**src/rps_pkg.sv**
```systemverilog
// Package of constants and types for the recording packet sequencer
package rps_pkg;

    // ------------------------------------------------------------
    // Clocking and relative time counter
    // ------------------------------------------------------------
    localparam int RPS_CLK_HZ = 250_000_000;
    localparam int RPS_RTC_HZ = 10_000_000;
    localparam int RPS_RTC_DIV = RPS_CLK_HZ / RPS_RTC_HZ;
    localparam int RPS_RTC_W = 32;
    localparam int RPS_TICKS_PER_MS = RPS_RTC_HZ / 1000;

    // ------------------------------------------------------------
    // Latency and rate limits, as times and as RTC tick counts
    // ------------------------------------------------------------
    localparam int RPS_GEN_MS = 100;
    localparam int RPS_COMMIT_MS = 1000;
    localparam int RPS_TIME_PERIOD_MS = 1000;
    localparam int RPS_GEN_TICKS = RPS_GEN_MS * RPS_TICKS_PER_MS;
    localparam int RPS_COMMIT_TICKS = RPS_COMMIT_MS * RPS_TICKS_PER_MS;
    localparam int RPS_TIME_TICKS = RPS_TIME_PERIOD_MS * RPS_TICKS_PER_MS;
    // Close request leads the generation limit by this margin
    localparam int RPS_CLOSE_MARGIN_TICKS = 10;
    localparam int RPS_CLOSE_TICKS = RPS_GEN_TICKS - RPS_CLOSE_MARGIN_TICKS;
    // Time packet request leads the rate limit by one generation window
    localparam int RPS_TREQ_TICKS = RPS_TIME_TICKS - RPS_GEN_TICKS;

    // ------------------------------------------------------------
    // Data path
    // ------------------------------------------------------------
    localparam int RPS_WORD_W = 32;
    localparam int RPS_BYTE_W = 8;
    localparam int RPS_BYTES = RPS_WORD_W / RPS_BYTE_W;
    localparam int RPS_FIFO_DEPTH = 32;

    typedef enum logic [1:0] {
        RPS_K_SETUP,
        RPS_K_TIME,
        RPS_K_DATA,
        RPS_K_ROOT
    } rps_kind_t;

    typedef struct packed {
        logic [RPS_WORD_W-1:0] data;
        rps_kind_t kind;
        logic sop;
        logic eop;
    } rps_word_t;

    localparam int RPS_ITEM_W = $bits(rps_word_t);

endpackage

```
**src/rps_seq.sv**
```systemverilog
// Recording packet sequencer: ordering, latency timers, byte output
// Function
// - Setup record packets go out first in each recording.
// - A setup record may span several consecutive setup packets.
// - First dynamic packet after setup is a time packet.
// - Other data only after first time packet, before root index.
// - With events enabled, root index packet ends the recording.
// - Time and data packets cover at most 100 ms of data by RTC.
// - A data-holding packet is generated within 100 ms of first word.
// - No empty or idle packets are forced out.
// - Time and data packets are committed within 1000 ms by RTC.
// - With a time source, time packets come at least once a second.
// - With no time source, one time packet still leads the data.
// - Words leave least significant byte first, low address first.
`timescale 1ns/1ns
`default_nettype none

module rps_seq
    import rps_pkg::*;
#(
    parameter logic [31:0] P_CLOSE_TICKS = 32'(RPS_CLOSE_TICKS),
    parameter logic [31:0] P_COMMIT_TICKS = 32'(RPS_COMMIT_TICKS),
    parameter logic [31:0] P_TREQ_TICKS = 32'(RPS_TREQ_TICKS),
    parameter int P_FIFO_DEPTH = RPS_FIFO_DEPTH
) (
    input wire logic i_clk_sys,
    input wire logic i_sys_rst,
    input wire logic i_rec_start,
    input wire logic i_rec_stop,
    input wire logic i_events_en,
    input wire logic i_time_none,
    input wire rps_word_t i_in,
    input wire logic i_in_valid,
    output logic o_in_ready,
    output logic [RPS_BYTE_W-1:0] o_byte,
    output logic o_byte_valid,
    output logic o_byte_last,
    input wire logic i_byte_ready,
    output logic o_time_req,
    output logic o_close_req,
    output logic o_order_err,
    output logic o_commit_late,
    output logic o_rec_done,
    output logic [RPS_RTC_W-1:0] o_rtc
);
    typedef enum logic [2:0] {PH_IDLE, PH_SETUP, PH_DATA, PH_ROOT, PH_DONE}
        rps_phase_t;
    rps_phase_t phase_r, phase_nxt;
    logic [7:0] div_r, pend_r;
    logic tick, active, legal, drop_w, take, wr, ncg_in, fifo_wready;
    logic drop_r, in_pkt_r, ncg_pkt_r, stop_pend_r, setup_seen_r;
    logic time_seen_r, full_r, eop_r, ncg_out_r;
    logic [31:0] gen_cnt_r, tcnt_r, commit_cnt_r;
    rps_word_t rd_word;
    logic [RPS_ITEM_W-1:0] rd_bits;
    logic rd_valid, rd_ready, byte_take, word_end, sent_ncg, pkt_end;
    logic [RPS_WORD_W-1:0] sh_r;
    logic [1:0] idx_r;

    // ------------------------------------------------------------
    // Relative time counter
    // ------------------------------------------------------------
    assign tick = (div_r == 8'(RPS_RTC_DIV - 1));
    always_ff @(posedge i_clk_sys) begin
        if (i_sys_rst) begin
            div_r <= '0;
            o_rtc <= '0;
        end else if (tick) begin
            div_r <= '0;
            o_rtc <= o_rtc + 32'h1;
        end else begin
            div_r <= div_r + 8'h1;
        end
    end

    // ------------------------------------------------------------
    // Ordering check on packet starts
    // ------------------------------------------------------------
    assign active = (phase_r == PH_SETUP) || (phase_r == PH_DATA) ||
                    (phase_r == PH_ROOT);
    always_comb begin
        case (phase_r)
            PH_SETUP: legal = (i_in.kind == RPS_K_SETUP) ||
                              (i_in.kind == RPS_K_TIME);
            PH_DATA: legal = (i_in.kind == RPS_K_TIME) ||
                             (i_in.kind == RPS_K_DATA);
            PH_ROOT: legal = (i_in.kind == RPS_K_ROOT);
            default: legal = 1'b0;
        endcase
    end

    assign drop_w = i_in.sop ? !legal : drop_r;
    assign o_in_ready = active && (drop_w || fifo_wready);
    assign take = i_in_valid && o_in_ready;
    assign wr = take && !drop_w;
    assign ncg_in = (i_in.kind == RPS_K_TIME) || (i_in.kind == RPS_K_DATA);
    assign pkt_end = !in_pkt_r || (take && i_in.eop);
    assign o_order_err = take && i_in.sop && !legal;
    assign o_rec_done = (phase_r == PH_DONE);
    always_ff @(posedge i_clk_sys) begin
        if (i_sys_rst || i_rec_start) begin
            drop_r <= 1'b0;
            in_pkt_r <= 1'b0;
            ncg_pkt_r <= 1'b0;
        end else if (take) begin
            drop_r <= drop_w && !i_in.eop;
            in_pkt_r <= !i_in.eop;
            if (i_in.sop) begin
                ncg_pkt_r <= ncg_in && legal;
            end
        end
    end

    // ------------------------------------------------------------
    // Recording phase
    // ------------------------------------------------------------
    always_comb begin
        phase_nxt = phase_r;
        case (phase_r)
            PH_SETUP: if (wr && i_in.sop && i_in.kind == RPS_K_TIME)
                phase_nxt = PH_DATA;
            PH_DATA: if (stop_pend_r && pkt_end)
                phase_nxt = i_events_en ? PH_ROOT : PH_DONE;
            PH_ROOT: if (wr && i_in.eop)
                phase_nxt = PH_DONE;
            default: phase_nxt = phase_r;
        endcase
    end

    always_ff @(posedge i_clk_sys) begin
        if (i_sys_rst) begin
            phase_r <= PH_IDLE;
        end else if (i_rec_start) begin
            phase_r <= PH_SETUP;
        end else begin
            phase_r <= phase_nxt;
        end
    end

    always_ff @(posedge i_clk_sys) begin
        if (i_sys_rst || i_rec_start) begin
            stop_pend_r <= 1'b0;
            setup_seen_r <= 1'b0;
            time_seen_r <= 1'b0;
        end else begin
            if (i_rec_stop && phase_r == PH_DATA)
                stop_pend_r <= 1'b1;
            else if (phase_r != PH_DATA)
                stop_pend_r <= 1'b0;
            if (wr && i_in.eop && i_in.kind == RPS_K_SETUP)
                setup_seen_r <= 1'b1;
            if (wr && i_in.kind == RPS_K_TIME)
                time_seen_r <= 1'b1;
        end
    end

    // ------------------------------------------------------------
    // Packet generation timer and time packet rate
    // ------------------------------------------------------------
    always_ff @(posedge i_clk_sys) begin
        if (i_sys_rst || i_rec_start || (wr && i_in.sop)) begin
            gen_cnt_r <= '0;
        end else if (tick && in_pkt_r && ncg_pkt_r) begin
            gen_cnt_r <= gen_cnt_r + 32'h1;
        end
    end

    // Only an open packet that already holds data is asked to close
    assign o_close_req = in_pkt_r && ncg_pkt_r &&
                         (gen_cnt_r >= P_CLOSE_TICKS);
    always_ff @(posedge i_clk_sys) begin
        if (i_sys_rst || i_rec_start ||
            (wr && i_in.sop && i_in.kind == RPS_K_TIME)) begin
            tcnt_r <= '0;
        end else if (tick && tcnt_r != 32'hffffffff) begin
            tcnt_r <= tcnt_r + 32'h1;
        end
    end
    assign o_time_req = ((phase_r == PH_SETUP) && setup_seen_r) ||
                        ((phase_r == PH_DATA) && !stop_pend_r &&
                         !i_time_none &&
                         (tcnt_r >= P_TREQ_TICKS));

    // ------------------------------------------------------------
    // Buffer and byte serialiser
    // ------------------------------------------------------------
    rps_fifo #(
        .W(RPS_ITEM_W),
        .D(P_FIFO_DEPTH)
    ) u_fifo (
        .i_clk_sys(i_clk_sys),
        .i_sys_rst(i_sys_rst),
        .i_wdata(i_in),
        .i_wvalid(i_in_valid && active && !drop_w),
        .o_wready(fifo_wready),
        .o_rdata(rd_bits),
        .o_rvalid(rd_valid),
        .i_rready(rd_ready)
    );
    assign rd_word = rps_word_t'(rd_bits);
    assign o_byte_valid = full_r;
    assign o_byte = sh_r[RPS_BYTE_W-1:0];
    assign byte_take = full_r && i_byte_ready;
    assign word_end = byte_take && (idx_r == 2'(RPS_BYTES - 1));
    assign o_byte_last = full_r && eop_r && (idx_r == 2'(RPS_BYTES - 1));
    assign rd_ready = !full_r || word_end;
    assign sent_ncg = word_end && eop_r && ncg_out_r;
    always_ff @(posedge i_clk_sys) begin
        if (i_sys_rst) begin
            sh_r <= '0;
            idx_r <= '0;
            full_r <= 1'b0;
            eop_r <= 1'b0;
            ncg_out_r <= 1'b0;
        end else if (rd_valid && rd_ready) begin
            sh_r <= rd_word.data;
            idx_r <= '0;
            full_r <= 1'b1;
            eop_r <= rd_word.eop;
            ncg_out_r <= (rd_word.kind == RPS_K_TIME) ||
                         (rd_word.kind == RPS_K_DATA);
        end else if (word_end) begin
            full_r <= 1'b0;
        end else if (byte_take) begin
            sh_r <= sh_r >> RPS_BYTE_W;
            idx_r <= idx_r + 2'h1;
        end
    end

    // ------------------------------------------------------------
    // Stream commit timer
    // ------------------------------------------------------------
    always_ff @(posedge i_clk_sys) begin
        if (i_sys_rst) begin
            pend_r <= '0;
        end else if ((wr && i_in.eop && ncg_pkt_r && !i_in.sop) ||
                     (wr && i_in.eop && i_in.sop && ncg_in)) begin
            pend_r <= sent_ncg ? pend_r : pend_r + 8'h1;
        end else if (sent_ncg) begin
            pend_r <= pend_r - 8'h1;
        end
    end
    always_ff @(posedge i_clk_sys) begin
        if (i_sys_rst || sent_ncg ||
            (pend_r == '0 && !(in_pkt_r && ncg_pkt_r))) begin
            commit_cnt_r <= '0;
        end else if (tick && commit_cnt_r != 32'hffffffff) begin
            commit_cnt_r <= commit_cnt_r + 32'h1;
        end
    end

    assign o_commit_late = tick && (commit_cnt_r == P_COMMIT_TICKS);
endmodule

`default_nettype wire

```
**src/rps_fifo.sv**
```systemverilog
// Synchronous FIFO with valid and ready on both sides
`timescale 1ns/1ns
`default_nettype none

module rps_fifo #(
    parameter int W = 36,
    parameter int D = 32
) (
    input wire logic i_clk_sys,
    input wire logic i_sys_rst,
    input wire logic [W-1:0] i_wdata,
    input wire logic i_wvalid,
    output logic o_wready,
    output logic [W-1:0] o_rdata,
    output logic o_rvalid,
    input wire logic i_rready
);
    localparam int AW = $clog2(D);

    logic [W-1:0] mem [D];
    logic [AW-1:0] wp_r;
    logic [AW-1:0] rp_r;
    logic [AW:0] cnt_r;
    logic wr;
    logic rd;

    assign o_wready = (cnt_r != (AW+1)'(D));
    assign o_rvalid = (cnt_r != '0);
    assign wr = i_wvalid & o_wready;
    assign rd = o_rvalid & i_rready;
    assign o_rdata = mem[rp_r];

    always_ff @(posedge i_clk_sys) begin
        if (wr) begin
            mem[wp_r] <= i_wdata;
        end
    end

    always_ff @(posedge i_clk_sys) begin
        if (i_sys_rst) begin
            wp_r <= '0;
            rp_r <= '0;
            cnt_r <= '0;
        end else begin
            if (wr) begin
                wp_r <= (wp_r == AW'(D - 1)) ? '0 : wp_r + AW'(1);
            end
            if (rd) begin
                rp_r <= (rp_r == AW'(D - 1)) ? '0 : rp_r + AW'(1);
            end
            if (wr && !rd) begin
                cnt_r <= cnt_r + (AW+1)'(1);
            end else if (rd && !wr) begin
                cnt_r <= cnt_r - (AW+1)'(1);
            end
        end
    end

endmodule

`default_nettype wire

```
**config.mk**
```make
export PLATFORM = sky130hd
export DESIGN_NAME = rps_seq
export DESIGN_NICKNAME = d
export VERILOG_FILES = /design/src/rps_pkg.sv /design/src/rps_seq.sv /design/src/rps_fifo.sv
export SDC_FILE = /design/constraint.sdc
export NUM_CORES = 1
export LEC_CHECK = 0
export BUFFER_PORTS_ARGS = -buffer_cell sky130_fd_sc_hd__clkbuf_2
export CORE_ASPECT_RATIO = 1.5
export CORE_UTILIZATION = 50
export CTS_CLUSTER_SIZE = 8
export DETAILED_ROUTE_END_ITERATION = 10
export PLACE_DENSITY = 0.64
export SYNTH_ARGS = -nofsm -noshare
export SYNTH_HDL_FRONTEND = slang
export SYNTH_SLANG_ARGS = --single-unit
```
**constraint.sdc**
```tcl
create_clock -name i_clk_sys -period 5.2 [get_ports i_clk_sys]
set_input_delay 0.78 -clock i_clk_sys [delete_from_list [all_inputs] [get_ports i_clk_sys]]
set_output_delay 0.78 -clock i_clk_sys [all_outputs]
set_load 0.005 [all_outputs]
```
==> results.toml, run 1 <==
[power]
p_per_area_nw_per_um2 = 459
p_total_w = 0.0279
peakVddDrop_uv = 378
p_leak_nw = 19.0

[global_route]
gr-total-overflow = 0
grt_pass1_vias = 29225
grt_max_degree = 79
grt_pass1_wl_um = 189000
antenna_found_initial = 2
grt_use_total_pct = 24.1

[synth]
yosysWarnings = 0
synthDistinctLibCells = 71
synth_area_leaders = "edfxtp_1 (64%), mux4_2 (14%), dfxtp_1 (8.0%)"
synth-async-reset-ratio_pct = 0
synth-main-ff-cell = "edfxtp_1"
synth_edf_count = 1120
synth.most_common_cell = "edfxtp_1"
synth_area_sq_um = 52900
syn_area_per_cell_sq_um = 18.2
synth.top_cell.area_share_pct = 63.6
ys_seq_area_share_pct = 71.6
yosysTopAreaCell = "edfxtp_1"
syn_nets = 2986
synth_cells = 2909
synth-seq-cells = 1330
synth_top_cells_by_count = "edfxtp_1 (1120), mux4_2 (336), dfxtp_1 (210), nor2_1 (201), nand2_1 (95)"

[place]
hpwl_um = 79600
numPlacedInstances = 4348
gp_congestion = 0.838
port_buffers = 91

[setup_path]
r2r_cells = 11
worstPathRequired_ns = 5.86
path_delay_family = "simple AND/OR/NAND/NOR gates"
cp-end-kind = "flip-flop"
critPathSlowestCell = "dfxtp_1"
cp-start-kind = "flip-flop"
cp_num_buf_inv = 1
crit_chain = "or3b_2, o221ai_1, and4_1, inv_1, ha_1, nor2b_1, o21ai_0, a21boi_0, o21a_1, or3_1, a41o_1"
path_depth = 11
crit_fanout = 16
arrival_ns = 4.48
r2r_start = "phase_r[0]"
slowest_delay_ns = 0.64
crit_type = "reg -> reg"
startpoint = "phase_r[0]"

[sta]
hold_viol = 0
relSlewSlack_pct = 24.1
slew_viol_final = 0
fmax_ghz = 0.261
fin_crit_sh_pct = 73.6
period_minus_slack_ns = 3.83
fin_setup_tns_ns = 0
fin_skew_ns = 0.0315
setup_violations = 0
rsz0062_at_grt = "false"
worst_pin_slew_ns = 1.14

[clock_tree]
clk_latency_ns = 0.78
clk_pin_slew_ns = 0.05
numClockSinks = 1330
htreeDepth = 4
cts-root-buf = "clkbuf_16"
cts_tree = "done"
clockBufferDepth = 3
holdBufCountCts = 0
cts.repair.resized = 0
cts_buffers = 184
cts_setup_buffers = 0

[final_layout]
synthToLayoutAreaGrowth_pct = 14.9
seq_area_sq_um = 37900
multiInputGateArea_sq_um = 14500
nNetsFinal = 3215
final_core_util_pct = 58.1
layout-drive-gt1-share_pct = 24.2
fillers = 7750
fin_cells = 4629

[drt]
routed-via-count = 28256
drtIter0Drc = 2421
routed_wl_um = 126000
viasPerCell = 6.10
dr.pass1.iters = 5
drc_errors = 0
routedWlPerCell_um = 27.3
ant_nets = 0

[job]
drv_cap = 0

[run_status]
status = "finished, final reports clean"

[floorplanning]
ios = 92
num_rows = 145
die_h_um = 400
die_x_um = 267
core_sq_um = 105000
start_util_pct = 50.6
die_area_sq_um = 107000

[min_path]
hold_path_startpoint = "i_in[2]"
hold_class = "in -> reg"
hold_path_depth = 1
[registers in the layout (all words and copies together) (netlist names), 2 cells and up, named ones only]
register	flops
div_r	8
u_fifo.cnt_r	6
u_fifo.wp_r	5
idx_r	2
phase_r	3
u_fifo.mem	1120
pend_r	8
gen_cnt_r	32
o_rtc	32
u_fifo.rp_r	5
tcnt_r	32
sh_r	32
commit_cnt_r	32
[cells in the final DEF, fill, tap and decap left out, drive strengths merged, types with 46 or more instances in the layout]
cell type,instances
inv,51
dfxtp,210
a211oi,53
o21ai,46
edfxtp,1120
nor2,202
a21oi,60
buf,96
xor2,71
clkbuf,356
xnor2,62
nand4,48
nand2,95
mux4,336
[where the power goes]
part,total [W],switching (W),leakage (nW),internal [W]
sequential,0.0121,0.000319,11.8,0.0117
clock,0.0107,0.00428,2.46,0.00646
combinational,0.00511,0.00262,4.76,0.00249
total,0.0279,0.00722,19.0,0.0207
[through the flow]
| stage | cell area (sq um) | setup slack [ns] | hold WS, ns |
|---|---|---|---|
| floorplan | 52900 | 1.23 | 0.415 |
| CTS | 60700 | 1.39 | 0.275 |
| finish | 60700 | 1.37 | 0.339 |
| global placement | 55600 | 1.18 | 0.435 |
| global route | 60700 | 1.17 | 0.293 |
| detailed placement | 55600 | 1.02 | 0.441 |
[kinds of logic after synthesis]
| group | share of synthesized area (%) |
|---|---|
| XOR/XNOR | 2.22 |
| adder cells (fa/ha/maj) | 0.810 |
| buffers and inverters | 1.48 |
| AO/OA/AOI/OAI | 2.82 |
| flip-flops | 71.6 |
| multiplexers | 15.0 |
| AND/OR/NAND/NOR | 6.11 |
[path summary, 6_finish.rpt]
path                                           to  slack, ns
worst min-delay path            u_fifo.mem[23][2]       0.34
worst max-delay path                    pend_r[6]       1.37
worst max register to register          pend_r[6]       1.37
worst min register to register           sh_r[30]       0.45
[cell type report]
class	count	share of cell area, %
Inverter	45	0.278
Clock buffer	266	8.09
Sequential cell	1330	62.3
Clock inverter	14	0.371
Antenna cell	1	0.00412
Tap cell	1396	2.88
Timing Repair Buffer	186	2.20
Multi-Input combinational cell	1391	23.8
[metal layers]
layer | routed length (um) | GRT usage [%] | up-vias
li1 | - | - | 12137
met1 | 48900 | 30.8 | 15008
met2 | 66500 | 41.5 | 929
met3 | 7360 | 4.35 | 182
met4 | 3630 | 7.88 | 0
met5 | 0 | 0 | -
[worst register-to-register path, stage by stage (launching register included)]
cell and delay (ns):
dfxtp_1 0.64, or3b_2 0.51, o221ai_1 0.35, and4_1 0.42, inv_1 0.19, ha_1 0.35
nor2b_1 0.15, o21ai_0 0.19, a21boi_0 0.18, o21a_1 0.21, or3_1 0.31, a41o_1 0.24
(Power assumes the default switching activity.)
==> inputs of run 2 (changes only) <==
clock period = 3.65 ns   (was 5.2 ns; I/O delays follow)
==> run 2 against run 1 <==
Non-clock buffer count increased by 44. Hold slack lost 0.24 ns. Cell count rose by 1.1%. Via count rose by 0.64%. Register-to-register slack worse by 1.1 ns. Global-route usage increased by 0.38 points. Total power increased by 42%. Clock power is 44% higher. Critical path depth rose by 1. Cell area rose by 1.0%. Setup slack lost 1.1 ns. Flip-flop and latch count unchanged. Largest cell class unchanged. Largest power group unchanged.
==> results.toml, run 2 (synthesis gave the netlist of run 1 again) <==
[min_path]
hold_path_startpoint = "i_byte_ready"
hold_path_depth = 3
hold_class = "in -> reg"

[floorplanning]
ios = 92
die_area_sq_um = 107000
start_util_pct = 50.6
num_rows = 145
die_x_um = 267
core_sq_um = 105000
die_h_um = 400

[sta]
worst_pin_slew_ns = 1.07
rsz0062_at_grt = "false"
fin_skew_ns = 0.0217
fmax_ghz = 0.297
hold_viol = 0
setup_ws_ns = 0.284
fin_crit_sh_pct = 92.2
setup_violations = 0
fin_setup_tns_ns = 0
period_minus_slack_ns = 3.37
relSlewSlack_pct = 28.0
slew_viol_final = 0

[drt]
ant_nets = 0
drtIter0Drc = 2544
dr.pass1.iters = 7
drc_errors = 0
viasPerCell = 6.08
routed-via-count = 28436
routedWlPerCell_um = 27.3
routed_wl_um = 128000

[final_layout]
layout_commonest_cell = "edfxtp_1"
largest_register_ffs = 1120
layout-drive-gt1-share_pct = 25.2
final_core_util_pct = 58.7
fin_area_sq_um = 61300
synthToLayoutAreaGrowth_pct = 16.1
mostFrequentLayoutCells = "edfxtp_1 (1120), mux4_2 (336), dfxtp_1 (205)"
regMostFlops = "u_fifo.mem"
nNetsFinal = 3259

[place]
place_area_sq_um = 56200
port_buffers = 91
gp_congestion = 0.846
hpwl_um = 78900
pre_cts_ws_ns = 0.0687

[power]
p_per_area_nw_per_um2 = 644
p_leak_nw = 19.3
peakVddDrop_uv = 441

[setup_path]
worstPathRequired_ns = 4.31
crit_fanout = 8
r2r_cells = 12
crit_type = "reg -> reg"
arrival_ns = 4.03
cp-start-kind = "flip-flop"
cp-end-kind = "flip-flop"
startpoint = "phase_r[0]"
slowest_delay_ns = 0.49
crit_chain = "or3b_2, o221ai_1, buf_4, and4_1, inv_1, ha_1, nor2b_1, o21ai_0, a21boi_0, o21a_1, or3_1, a41o_1"
r2r_start = "phase_r[0]"
critPathSlowestCell = "or3b_2"

[clock_tree]
cts-root-buf = "clkbuf_16"
cts_tree = "done"
cts_setup_buffers = 0
holdBufCountCts = 1
cts_buffers = 184
clk_pin_slew_ns = 0.05
cts.repair.resized = 0
htreeDepth = 4
numClockSinks = 1330
clockBufferDepth = 3
clk_latency_ns = 0.78

[global_route]
grt_max_degree = 48
grt_use_total_pct = 24.5
antenna_found_initial = 1
grt_pass1_wl_um = 191000
grt_pass1_vias = 29827
gr-total-overflow = 0

[job]
drv_cap = 0

[run_status]
status = "finished, final reports clean"
[run 2: cell types whose count changed in the layout (fill, tap and decap cells not counted), sizes merged]
cell and delta:
buf +43, clkbuf +5, clkinv -2, inv +2
clkinvlp +1, dlygate4sd3 +1
[run 2: critical path, delay by kind of cell (launching register included)]
family                     cells  cell delay, ns
DFF                            1            0.45
adders and majority gates      1            0.35
AOI/OAI and AO/OA              5            0.98
and+or+nand+nor                4            1.14
buffers and inverters          2            0.32
[run 2: where the power goes]
group / internal [W] / switching [W]
Clock: 0.00925 / 0.00615
Combinational: 0.00367 / 0.00336
Sequential: 0.0167 / 0.000386
Total: 0.0296 / 0.00989
[run 2: cell type report]
class | count | area, sq um
Clock inverter | 15 | 209
Sequential cell | 1330 | 37900
Antenna cell | 1 | 2.50
Multi-Input combinational cell | 1391 | 14500
Tap cell | 1396 | 1750
Inverter | 45 | 169
Clock buffer | 271 | 4950
Timing Repair Buffer | 230 | 1930
Fill cell | 7702 | 43200
[run 2: path summary, 6_finish.rpt]
| check | to | slack, ns |
|---|---|---|
| worst min-delay path | o_byte_valid | 0.10 |
| worst max-delay path | pend_r[6] | 0.28 |
| worst max register to register | pend_r[6] | 0.28 |
| worst min register to register | sh_r[30] | 0.48 |
[run 2: stage by stage]
stage	std cells	power (W)	hold slack, ns
CTS	4678	0.0399	0.0495
floorplan	2909	0.0222	0.415
global route	4679	0.0409	0.0938
global placement	4391	0.0244	0.447
finish	4679	0.0395	0.103
detailed placement	4391	0.0245	0.465
[run 2: per-layer routing]
layer / routed length (um) / GRT usage, % / vias up / part of all wire (%)
met5: 0 / 0 / - / 0
li1: - / - / 12259 / -
met2: 68700 / 43.3 / 928 / 54
met4: 3280 / 7.81 / 0 / 2.6
met3: 6500 / 4.21 / 213 / 5.1
met1: 49200 / 30.4 / 15036 / 39
